<file path="src/core/sfrb_pkg.sv">
// Purpose: Shared constants for the bank 1 special register map.
// Assumes: Register index equals printed offset; byte address is four times the index.
// Notes: Unknown reset bits are given zero.
package sfrb_pkg;
    // ------------------------------------------------------------
    // Register indices
    // ------------------------------------------------------------
    localparam logic [7:0] IDX_IND = 8'h80;
    localparam logic [7:0] IDX_OPT = 8'h81;
    localparam logic [7:0] IDX_PCL = 8'h82;
    localparam logic [7:0] IDX_STAT = 8'h83;
    localparam logic [7:0] IDX_PTR = 8'h84;
    localparam logic [7:0] IDX_PORT_A_DIRECTION = 8'h85;
    localparam logic [7:0] IDX_PORT_B_DIRECTION = 8'h86;
    localparam logic [7:0] IDX_PORT_C_DIRECTION = 8'h87;
    localparam logic [7:0] IDX_PC_HIGH_LATCH = 8'h8A;
    localparam logic [7:0] IDX_INTC = 8'h8B;
    localparam logic [7:0] IDX_PIE = 8'h8C;
    localparam logic [7:0] IDX_RESET_CAUSE_FLAGS = 8'h8E;
    localparam logic [7:0] IDX_PR2 = 8'h92;
    localparam logic [7:0] IDX_SADDR = 8'h93;
    localparam logic [7:0] IDX_SSTAT = 8'h94;
    localparam logic [7:0] IDX_ADCFG = 8'h9F;
    // ------------------------------------------------------------
    // Address layout
    // ------------------------------------------------------------
    localparam int IDX_LSB = 2;
    localparam int IDX_MSB = 9;
    localparam int BANK_BIT = 7;
    localparam int ADDR_W = 12;
    // ------------------------------------------------------------
    // Field positions
    // ------------------------------------------------------------
    localparam int ST_TO = 4;
    localparam int ST_PD = 3;
    localparam int RESET_CAUSE_FLAGS_POR = 1;
    localparam int RESET_CAUSE_FLAGS_BOR = 0;
    localparam int INTC_RBIF = 0;
    localparam logic [7:0] PTR_SELF_MASK = 8'h7F;
    localparam logic [7:0] PIE_MASK = 8'h4F;
    // ------------------------------------------------------------
    // Reset values
    // ------------------------------------------------------------
    localparam logic [7:0] RST_ONES = 8'hFF;
    localparam logic [7:0] RST_ZERO = 8'h00;
    localparam logic [5:0] RST_PORT_A_DIRECTION = 6'h3F;
    localparam logic [7:0] RST_STAT_PUP = 8'h18;
    localparam logic [1:0] RST_RESET_CAUSE_FLAGS_POR = 2'h0;
    localparam logic [12:0] RST_PC = 13'h0000;
    localparam logic [4:0] RST_PC_HIGH_LATCH = 5'h00;
    localparam logic [5:0] RST_SSTAT = 6'h00;
    localparam logic [2:0] RST_ADCFG = 3'h0;
endpackage

</file>
<file path="src/core/sfrb_bank1_regs.sv">
// Purpose: Bank 1 special register file behind an APB slave, with program counter and indirect port.
// Assumes: APB master keeps requests stable; external reset pin is asynchronous to clk.
// Notes: Read data is captured in the setup cycle, so pready is always high.
//
// Our own choice: the APB interface to the registers.
module sfrb_bank1_regs (
    // Clock and power-on reset
    input wire logic clk,
    input wire logic rstn,
    // Other reset sources
    input wire logic externalResetPinN,
    input wire logic watchdogExpire,
    input wire logic brownOutReq,
    // APB slave
    input wire logic psel,
    input wire logic penable,
    input wire logic pwrite,
    input wire logic [11:0] paddr,
    input wire logic [31:0] pwdata,
    output logic [31:0] prdata,
    output logic pready,
    output logic pslverr,
    // Indirect data memory port
    output logic [7:0] indAddr,
    output logic indWrEn,
    output logic [7:0] indWdata,
    input wire logic [7:0] indRdata,
    // Program counter control from core
    input wire logic pcStep,
    input wire logic pcLoad,
    input wire logic [7:0] pcLoadLow,
    output logic [12:0] pcValue,
    // Serial port state from peripheral
    input wire logic [5:0] serialStateIn,
    // Register values to peripherals
    output logic [7:0] optionOut,
    output logic [7:0] statusOut,
    output logic [5:0] trisAOut,
    output logic [7:0] trisBOut,
    output logic [7:0] trisCOut,
    output logic [7:0] intconOut,
    output logic [7:0] pieOut,
    output logic [7:0] pr2Out,
    output logic [7:0] slaveAddrOut,
    output logic [2:0] analogCfgOut
);
    // ------------------------------------------------------------
    // External reset pin synchroniser
    // ------------------------------------------------------------
    logic pinS1_q, pinS2_q, pinS3_q, pinStable_q;
    always_ff @(posedge clk or negedge rstn) begin
        if (!rstn) begin
            pinS1_q <= 1'b1;
            pinS2_q <= 1'b1;
            pinS3_q <= 1'b1;
            pinStable_q <= 1'b1;
        end else begin
            pinS1_q <= externalResetPinN;
            pinS2_q <= pinS1_q;
            pinS3_q <= pinS2_q;
            if (pinS2_q == pinS3_q) begin
                pinStable_q <= pinS3_q;
            end
        end
    end

    // Other resets hold while the pin is low; brown-out takes the power values, except that it keeps the POR flag and clears only the BOR flag.
    wire otherReset = !pinStable_q || watchdogExpire;
    wire pupReset = brownOutReq;
    wire anyReset = otherReset || pupReset;

    // ------------------------------------------------------------
    // Address decode
    // ------------------------------------------------------------
    wire [7:0] regIdx = paddr[sfrb_pkg::IDX_MSB:sfrb_pkg::IDX_LSB];
    wire [6:0] lowIdx = regIdx[6:0];
    wire addrOk = (paddr[1:0] == 2'h0) && (paddr[sfrb_pkg::ADDR_W-1:sfrb_pkg::IDX_MSB+1] == 2'h0);
    wire bank1 = regIdx[sfrb_pkg::BANK_BIT];
    // Mirrored locations ignore the bank bit.
    wire hitInd = addrOk && (lowIdx == sfrb_pkg::IDX_IND[6:0]);
    wire hitPcl = addrOk && (lowIdx == sfrb_pkg::IDX_PCL[6:0]);
    wire hitStat = addrOk && (lowIdx == sfrb_pkg::IDX_STAT[6:0]);
    wire hitPtr = addrOk && (lowIdx == sfrb_pkg::IDX_PTR[6:0]);
    wire hitPclath = addrOk && (lowIdx == sfrb_pkg::IDX_PC_HIGH_LATCH[6:0]);
    wire hitIntc = addrOk && (lowIdx == sfrb_pkg::IDX_INTC[6:0]);
    wire hitOpt = addrOk && bank1 && (regIdx == sfrb_pkg::IDX_OPT);
    wire hitTrisA = addrOk && bank1 && (regIdx == sfrb_pkg::IDX_PORT_A_DIRECTION);
    wire hitTrisB = addrOk && bank1 && (regIdx == sfrb_pkg::IDX_PORT_B_DIRECTION);
    wire hitTrisC = addrOk && bank1 && (regIdx == sfrb_pkg::IDX_PORT_C_DIRECTION);
    wire hitPie = addrOk && bank1 && (regIdx == sfrb_pkg::IDX_PIE);
    wire hitPcon = addrOk && bank1 && (regIdx == sfrb_pkg::IDX_RESET_CAUSE_FLAGS);
    wire hitPr2 = addrOk && bank1 && (regIdx == sfrb_pkg::IDX_PR2);
    wire hitSaddr = addrOk && bank1 && (regIdx == sfrb_pkg::IDX_SADDR);
    wire hitSstat = addrOk && bank1 && (regIdx == sfrb_pkg::IDX_SSTAT);
    wire hitAdcfg = addrOk && bank1 && (regIdx == sfrb_pkg::IDX_ADCFG);
    wire wrAcc = psel && penable && pwrite;
    wire rdSetup = psel && !penable && !pwrite;
    wire wrEn = wrAcc && !anyReset;
    wire [7:0] wrByte = pwdata[7:0];

    // ------------------------------------------------------------
    // Register storage
    // ------------------------------------------------------------
    logic [7:0] opt_q, stat_q, ptr_q, port_b_direction_q, port_c_direction_q, intc_q, pie_q, pr2_q, saddr_q;
    logic [5:0] port_a_direction_q, sstat_q;
    logic [4:0] pc_high_latch_q;
    logic [1:0] reset_cause_flags_q;
    logic [2:0] adcfg_q;
    logic [12:0] pc_q;
    logic [31:0] prdata_q;

    always_ff @(posedge clk or negedge rstn) begin
        if (!rstn) begin
            opt_q <= sfrb_pkg::RST_ONES;
            port_a_direction_q <= sfrb_pkg::RST_PORT_A_DIRECTION;
            port_b_direction_q <= sfrb_pkg::RST_ONES;
            port_c_direction_q <= sfrb_pkg::RST_ONES;
            pr2_q <= sfrb_pkg::RST_ONES;
            saddr_q <= sfrb_pkg::RST_ZERO;
        end else if (anyReset) begin
            opt_q <= sfrb_pkg::RST_ONES;
            port_a_direction_q <= sfrb_pkg::RST_PORT_A_DIRECTION;
            port_b_direction_q <= sfrb_pkg::RST_ONES;
            port_c_direction_q <= sfrb_pkg::RST_ONES;
            pr2_q <= sfrb_pkg::RST_ONES;
            saddr_q <= sfrb_pkg::RST_ZERO;
        end else begin
            if (wrEn && hitOpt) opt_q <= wrByte;
            if (wrEn && hitTrisA) port_a_direction_q <= wrByte[5:0];
            if (wrEn && hitTrisB) port_b_direction_q <= wrByte;
            if (wrEn && hitTrisC) port_c_direction_q <= wrByte;
            if (wrEn && hitPr2) pr2_q <= wrByte;
            if (wrEn && hitSaddr) saddr_q <= wrByte;
        end
    end

    always_ff @(posedge clk or negedge rstn) begin
        if (!rstn) begin
            pc_high_latch_q <= sfrb_pkg::RST_PC_HIGH_LATCH;
            pie_q <= sfrb_pkg::RST_ZERO;
            adcfg_q <= sfrb_pkg::RST_ADCFG;
            sstat_q <= sfrb_pkg::RST_SSTAT;
        end else if (anyReset) begin
            pc_high_latch_q <= sfrb_pkg::RST_PC_HIGH_LATCH;
            pie_q <= sfrb_pkg::RST_ZERO;
            adcfg_q <= sfrb_pkg::RST_ADCFG;
            sstat_q <= sfrb_pkg::RST_SSTAT;
        end else begin
            if (wrEn && hitPclath) pc_high_latch_q <= wrByte[4:0];
            if (wrEn && hitPie) pie_q <= wrByte & sfrb_pkg::PIE_MASK;
            if (wrEn && hitAdcfg) adcfg_q <= wrByte[2:0];
            sstat_q <= serialStateIn;
        end
    end

    // Pointer, interrupt control and status keep some contents across other resets.
    always_ff @(posedge clk or negedge rstn) begin
        if (!rstn) begin
            ptr_q <= sfrb_pkg::RST_ZERO;
            intc_q <= sfrb_pkg::RST_ZERO;
            stat_q <= sfrb_pkg::RST_STAT_PUP;
            reset_cause_flags_q <= sfrb_pkg::RST_RESET_CAUSE_FLAGS_POR;
        end else if (pupReset) begin
            ptr_q <= sfrb_pkg::RST_ZERO;
            intc_q <= sfrb_pkg::RST_ZERO;
            stat_q <= sfrb_pkg::RST_STAT_PUP;
            reset_cause_flags_q[sfrb_pkg::RESET_CAUSE_FLAGS_BOR] <= 1'b0;
        end else if (otherReset) begin
            intc_q <= {7'h00, intc_q[sfrb_pkg::INTC_RBIF]};
            // Watchdog clears the time-out flag; the pin leaves both flags alone.
            stat_q <= {3'h0, watchdogExpire ? 1'b0 : stat_q[sfrb_pkg::ST_TO],
                       watchdogExpire ? 1'b1 : stat_q[sfrb_pkg::ST_PD], stat_q[2:0]};
        end else begin
            if (wrEn && hitPtr) ptr_q <= wrByte;
            if (wrEn && hitIntc) intc_q <= wrByte;
            // Time-out and power-down flags are not writable from the bus.
            if (wrEn && hitStat) begin
                stat_q <= {wrByte[7:5], stat_q[sfrb_pkg::ST_TO], stat_q[sfrb_pkg::ST_PD], wrByte[2:0]};
            end
            if (wrEn && hitPcon) reset_cause_flags_q <= wrByte[1:0];
        end
    end

    // ------------------------------------------------------------
    // Program counter
    // ------------------------------------------------------------
    always_ff @(posedge clk or negedge rstn) begin
        if (!rstn) begin
            pc_q <= sfrb_pkg::RST_PC;
        end else if (anyReset) begin
            pc_q <= sfrb_pkg::RST_PC;
        end else if (wrEn && hitPcl) begin
            pc_q <= {pc_high_latch_q, wrByte};
        end else if (pcLoad) begin
            pc_q <= {pc_high_latch_q, pcLoadLow};
        end else if (pcStep) begin
            pc_q <= pc_q + 13'h0001;
        end
    end

    // ------------------------------------------------------------
    // Indirect port and read path
    // ------------------------------------------------------------
    // A pointer naming the indirect location itself would loop, so it reads zero.
    wire ptrSelf = (ptr_q & sfrb_pkg::PTR_SELF_MASK) == sfrb_pkg::RST_ZERO;
    wire [7:0] indRead = ptrSelf ? sfrb_pkg::RST_ZERO : indRdata;
    assign indAddr = ptr_q;
    assign indWrEn = wrEn && hitInd && !ptrSelf;
    assign indWdata = wrByte;

    // Only the low program counter byte is on the map; unmatched addresses give zero.
    wire [7:0] readMux = ({8{hitInd}} & indRead) | ({8{hitOpt}} & opt_q)
        | ({8{hitPcl}} & pc_q[7:0]) | ({8{hitStat}} & stat_q)
        | ({8{hitPtr}} & ptr_q) | ({8{hitTrisA}} & {2'h0, port_a_direction_q})
        | ({8{hitTrisB}} & port_b_direction_q) | ({8{hitTrisC}} & port_c_direction_q)
        | ({8{hitPclath}} & {3'h0, pc_high_latch_q}) | ({8{hitIntc}} & intc_q)
        | ({8{hitPie}} & pie_q) | ({8{hitPcon}} & {6'h00, reset_cause_flags_q})
        | ({8{hitPr2}} & pr2_q) | ({8{hitSaddr}} & saddr_q)
        | ({8{hitSstat}} & {2'h0, sstat_q}) | ({8{hitAdcfg}} & {5'h00, adcfg_q});

    always_ff @(posedge clk or negedge rstn) begin
        if (!rstn) begin
            prdata_q <= 32'h00000000;
        end else if (rdSetup) begin
            prdata_q <= {24'h000000, readMux};
        end
    end

    assign prdata = prdata_q;
    assign pready = 1'b1;
    assign pslverr = 1'b0;
    assign pcValue = pc_q;
    assign optionOut = opt_q;
    assign statusOut = stat_q;
    assign trisAOut = port_a_direction_q;
    assign trisBOut = port_b_direction_q;
    assign trisCOut = port_c_direction_q;
    assign intconOut = intc_q;
    assign pieOut = pie_q;
    assign pr2Out = pr2_q;
    assign slaveAddrOut = saddr_q;
    assign analogCfgOut = adcfg_q;

    wire anyHit = hitInd | hitOpt | hitPcl | hitStat | hitPtr | hitTrisA | hitTrisB | hitTrisC
        | hitPclath | hitIntc | hitPie | hitPcon | hitPr2 | hitSaddr | hitSstat | hitAdcfg;
endmodule // sfrb_bank1_regs

</file>
<file path="config.mk">
export PLATFORM = sky130hd
export DESIGN_NAME = sfrb_bank1_regs
export DESIGN_NICKNAME = d
export VERILOG_FILES = /design/src/core/sfrb_pkg.sv /design/src/core/sfrb_bank1_regs.sv
export SDC_FILE = /design/constraint.sdc
export NUM_CORES = 1
export LEC_CHECK = 0
export BUFFER_PORTS_ARGS = -buffer_cell sky130_fd_sc_hd__buf_2
export CAP_MARGIN = 20
export CORE_MARGIN = 4
export CORE_UTILIZATION = 51
export DETAILED_ROUTE_END_ITERATION = 12
export PLACE_DENSITY = 0.83
export SKIP_LAST_GASP = 1
export SLEW_MARGIN = 20
export SYNTH_ARGS = -nofsm -noshare
export SYNTH_HDL_FRONTEND = slang
export SYNTH_SLANG_ARGS = --single-unit
</file>
<file path="constraint.sdc">
create_clock -name clk -period 2.4 [get_ports clk]
set_clock_uncertainty 0.15 [all_clocks]
set_input_delay 0.24 -clock clk [delete_from_list [all_inputs] [get_ports clk]]
set_output_delay 0.24 -clock clk [all_outputs]
set_load 0.02 [all_outputs]
</file>
**Yosys cells after proc, flatten, opt, wreduce, memory -nomap -nowiden**

Cells that the tools add are included.

- Output and inout port bits: 137
- Logic and storage cells: 187
- Register bits after elaboration: 119

- Add/subtract/negate cells: 1
- Muxes and demuxes: 38
- Bitwise logic cells: 33
- Reduce and logical (&&, ||, !) cells: 74
- Equality and inequality tests: 17

Operators with widths:

| cell | count |
|---|---|
| $mux 8 | 22 |
| $or 8x8->8 | 15 |
| $and 8x8->8 | 11 |
| $eq 8x8->1 const B | 10 |
| $mux 13 | 4 |
| $logic_and 1x1->1 | 39 |
| $reduce_bool 2->1 | 15 |
| $mux 6 | 3 |
| $and 8x6->8 | 2 |
| $eq 7x2->1 const B | 2 |
| $eq 7x4->1 const B | 2 |
| $add 13x1->13 const B | 1 |
| $mux 5 | 2 |
| $reduce_and 2->1 | 5 |
| $and 8x2->8 | 1 |
| $and 8x3->8 | 1 |
| $and 8x5->8 | 1 |
| $logic_not 8->1 | 1 |
| $eq 7x3->1 const B | 1 |
| $logic_not 7->1 | 1 |
| $mux 3 | 2 |
| $reduce_bool 3->1 | 2 |
| $logic_not 1->1 | 5 |
| $mux 1 | 5 |
| 7 further kinds | 10 |

**Logic depth before layout (Yosys ltp)**

- Depth in word-level cells: 20
- Gate-level depth with buffers: 8
- Gate-level depth less buffers: 6

**Worst setup path after synthesis**

OpenSTA, ideal clock, no wires.

- Path kind: register to register
- From: register ptr_q[2] (netlist: indAddr[2])
- To: register prdata_q[0] (netlist: prdata[0])
- Path buffers: 0
- Data arrival time: 1917 ps
- Library setup time: 126 ps
- Path slack: 207 ps
- Cell stages (with the launch flop): 6
- Cells stage by stage: dfrtp_1 > or4_1 > nor4_1 > nor3_1 > a211o_1 > o32a_1

- Word-level cells in the longest chain between the ends: 18

RTL lines:

| what | RTL line | source |
|---|---|---|
| from (decl) | sfrb_bank1_regs.sv:104 | `logic [7:0] opt_q, stat_q, ptr_q, port_b_direction_q, port_c_direction_q, intc_q, pie_q, pr2_q, saddr_q;` |
| from (signal assigned) | sfrb_bank1_regs.sv:159 | `ptr_q <= sfrb_pkg::RST_ZERO;` |
| from (signal assigned) | sfrb_bank1_regs.sv:164 | `ptr_q <= sfrb_pkg::RST_ZERO;` |
| from (signal assigned) | sfrb_bank1_regs.sv:174 | `if (wrEn && hitPtr) ptr_q <= wrByte;` |
| $logic_not 8->1 | sfrb_bank1_regs.sv:205 | `wire ptrSelf = (ptr_q & sfrb_pkg::PTR_SELF_MASK) == sfrb_pkg::RST_ZERO;` |
| $mux 8 | sfrb_bank1_regs.sv:206 | `wire [7:0] indRead = ptrSelf ? sfrb_pkg::RST_ZERO : indRdata;` |
| $and 8x8->8 | sfrb_bank1_regs.sv:212 | `wire [7:0] readMux = ({8{hitInd}} & indRead) \| ({8{hitOpt}} & opt_q)` |
| $or 8x8->8 | sfrb_bank1_regs.sv:212 |  |
| $or 8x8->8 (2 in series) | sfrb_bank1_regs.sv:213 | `\| ({8{hitPcl}} & pc_q[7:0]) \| ({8{hitStat}} & stat_q)` |
| $or 8x8->8 (2 in series) | sfrb_bank1_regs.sv:214 | `\| ({8{hitPtr}} & ptr_q) \| ({8{hitTrisA}} & {2'h0, port_a_direction_q})` |
| $or 8x8->8 (2 in series) | sfrb_bank1_regs.sv:215 | `\| ({8{hitTrisB}} & port_b_direction_q) \| ({8{hitTrisC}} & port_c_direction_q)` |
| $or 8x8->8 (2 in series) | sfrb_bank1_regs.sv:216 | `\| ({8{hitPclath}} & {3'h0, pc_high_latch_q}) \| ({8{hitIntc}} & intc_q)` |
| $or 8x8->8 (2 in series) | sfrb_bank1_regs.sv:217 | `\| ({8{hitPie}} & pie_q) \| ({8{hitPcon}} & {6'h00, reset_cause_flags_q})` |
| $or 8x8->8 (2 in series) | sfrb_bank1_regs.sv:218 | `\| ({8{hitPr2}} & pr2_q) \| ({8{hitSaddr}} & saddr_q)` |
| $or 8x8->8 (2 in series) | sfrb_bank1_regs.sv:219 | `\| ({8{hitSstat}} & {2'h0, sstat_q}) \| ({8{hitAdcfg}} & {5'h00, adcfg_q});` |
| to (signal assigned) | sfrb_bank1_regs.sv:225 | `prdata_q <= {24'h000000, readMux};` |
| to (decl) | sfrb_bank1_regs.sv:110 | `logic [31:0] prdata_q;` |

Every way passes these cells.
A chain may end at the register's enable or synchronous reset.

**Worst setup path after layout**

- From: register ptr_q[2] (netlist: indAddr[2])
- To: output port indWrEn

- Word-level cells in the longest chain between the ends: 3

RTL lines:

| what | RTL line | source |
|---|---|---|
| $logic_not 8->1 | sfrb_bank1_regs.sv:205 |  |
| $logic_not 1->1 | sfrb_bank1_regs.sv:208 | `assign indWrEn = wrEn && hitInd && !ptrSelf;` |
| $logic_and 1x1->1 | sfrb_bank1_regs.sv:208 |  |
| to (decl) | sfrb_bank1_regs.sv:25 | `output logic indWrEn,` |

Every way passes these cells.

==> results.ini <==
[global_routing]
grtUsageTotal_pct=31.3
grt-ovfl-total=0
grt_max_degree=47
grt_pass1_vias=6004
antenna_found_initial=0
grt_pass1_wl_um=34500

[critical_path]
cp.required_ps=2010
timing.critical_path.buf_inv=2
worstSetupPathType=reg -> out
cp-start-kind=register
cp_slowest_cell=or4_1
crit_family=simple AND/OR/NAND/NOR gates
cp.arrival_ps=2230
endpoint_kind=primary output
max_stage_delay_ps=580
crit_fanout=6
crit_chain=or4_1 > nor4_4 > nor3_2 > buf_4 > and3_1 > buf_2

[yosys]
yosys_most_used_dff=dfrtp_1
synth_cell_types=63
synth_seq_cells=116
synth_area_leaders=dfrtp_1 28%, dfstp_2 18%, mux2i_1 8.1%
yosysTopAreaCell=dfrtp_1
synth.avg_cell_area_um2=9.38
yosysTopAreaCellShare_pct=27.7
netlist_area_um2=6510
synth_edf_count=0
netlist_instances=694
synth_common_cells=97 x nand2_1, 72 x dfrtp_1, 59 x nor2_1
yosysMostFrequentCell=nand2_1
ys_seq_area_share_pct=45.4
yosys_warnings=0
async_flop_share_pct=100

[sta]
fin_ws_ps=-216
fmaxAchievable_mhz=382
holdWs_ps=9.52
setup-violations-final=1
rsz0062_at_grt=yes
min_period_ps=2620
slew_violations=0
tightest_slew_ps=662
min_period_over_period_pct=109
hold_viol_final=0
finalSetupTns_ps=-216
slew-limit-headroom_pct=55.3

[clock_tree]
clkLatencyLatePin_ps=430
clkSinkCount=116
cts_root_buf=clkbuf_16
clockBufferDepth=2
cts_buffers=17
clkTransAtPathRegs_ps=60
htreeDepth=4
cts_tree=yes

[detailed_routing]
viasPerCell=5.94
post-route-drc-count=0
totalWireLength_um=22700
dr.pass1.iters=6
wire_per_inst_um=21.2
num_vias=6362
dr.first_iter.drc_count=829
postRouteAntennaNets=0

[floorplanning]
core_area_um2=12600
die_area_um2=14600
dieWidth_um=121
die_height_um=121
pin_count=213
rows=41
initial_core_util_pct=51.8

[power]
finalPower_mw=5.21
power_density_nw_per_um2=618
ir_worst_vdd_mv=0.446
p_leak_nw=3.87

[run_status]
violations=setup timing
status=complete, but fails checks

[finish]
final_area_um2=8420
final_nets=964
drive_gt1_share_pct=35.6
layout.cells.non_filler=1071
area_growth_pct=29.4
fin_util_pct=67.0
antenna_cells=0

[placement]
dp_cells=1027
gp_congestion=1.02
port_buffers=159
dp_hpwl_um=16200
dpl_cell_area_um2=7660
dp_slack_ps=-254

[flow_run]
drv_cap=0

[min_path]
hold_path_class=in -> reg

[state kept, by name, indices dropped and copies added (netlist names), 6 cells and up]
| register | cells |
|---|---|
| indAddr | 8 |
| intconOut | 8 |
| optionOut | 8 |
| pcValue | 13 |
| pr2Out | 8 |
| prdata | 8 |
| slaveAddrOut | 8 |
| sstat_q | 6 |
| statusOut | 8 |
| trisAOut | 6 |
| trisBOut | 8 |
| trisCOut | 8 |
[layout make-up]
| class | instances | area (µm²) |
|---|---|---|
| Tap cell | 172 | 215 |
| Sequential cell | 116 | 2960 |
| Fill cell | 1001 | 4140 |
| Multi-Input combinational cell | 512 | 3190 |
| Timing Repair Buffer | 228 | 1410 |
| Clock buffer | 19 | 453 |
| Inverter | 12 | 45.0 |
| Clock inverter | 12 | 155 |
[power breakdown]
part	leakage [nW]	switching, mW	total, mW	internal, mW
sequential	1.45	0.0368	2.04	2.01
combinational	2.14	0.381	0.565	0.184
clock	0.283	0.925	2.60	1.68
[routing by layer]
layer	track usage [%]	vias to the layer above	wire length, µm
li1	-	2807	-
met1	44.2	3057	9070
met2	46.5	416	10400
met3	5.87	82	2270
met4	14.7	0	919
met5	0	-	0
[path summary, 6_finish.rpt]
path / slack, ps / endpoint / cells past startpoint / from
max: -220 / indWrEn / 6 / indAddr[2]
min: 10 / prdata[3] / 3 / indRdata[3]
max reg2reg: 140 / prdata[0] / 5 / indAddr[2]
min reg2reg: 210 / pinS2_q / 0 / pinS1_q
max in group asynchronous: 1230 / trisCOut[7] / 3 / rstn
min in group asynchronous: 180 / prdata[5] / 2 / rstn
[worst register-to-register path: stages (launching register included)]
cell     delay (ps)
dfrtp_1         370
or4_1           580
nor4_4          240
nor3_2          140
a211o_1         320
o32a_1          350
[logic make-up (layout without fill, tap and decap cells)]
logic type / count (synthesis) / after routing / synth area share [%]
AOI/OAI and AO/OA: 117 / 117 / 12.3
xor gates and xnor gates: 9 / 9 / 1.21
adders and majority gates: 2 / 2 / 0.346
buffers and inverters: 93 / 271 / 7.59
DFF: 116 / 116 / 45.4
muxes: 68 / 68 / 10.9
other: 2 / 29 / 0.115
and+or+nand+nor: 287 / 287 / 22.1
[timing repair]
item                                    CTS  global route
gates cloned                              0             0
endpoints found under the setup margin    4             2
buffers inserted                          0             0
endpoints found under the hold margin    47             0
pin swaps                                 0             0
resized for setup                         3             1
hold buffers                             13             0
[layout by cell type (no fill, tap or decap), types with 5 or more instances in the layout]
cell type / n
a211oi_1: 6
a21oi_1: 20
a22o_1: 7
a22oi_1: 7
a31oi_1: 16
a32oi_1: 8
and2_1: 12
and3_1: 15
buf_12: 5
buf_2: 158
buf_4: 52
clkbuf_16: 17
clkinvlp_4: 5
conb_1: 29
dfrtp_1: 72
dfstp_2: 44
dlygate4sd3_1: 13
inv_1: 12
mux2_2: 14
mux2i_1: 53
nand2_1: 97
nand3_1: 41
nand4_1: 8
nor2_1: 59
nor2b_1: 9
nor3_1: 6
o21ai_0: 23
or3_1: 7
xor2_1: 6
Note: power is estimated with default switching activity, not from simulation.
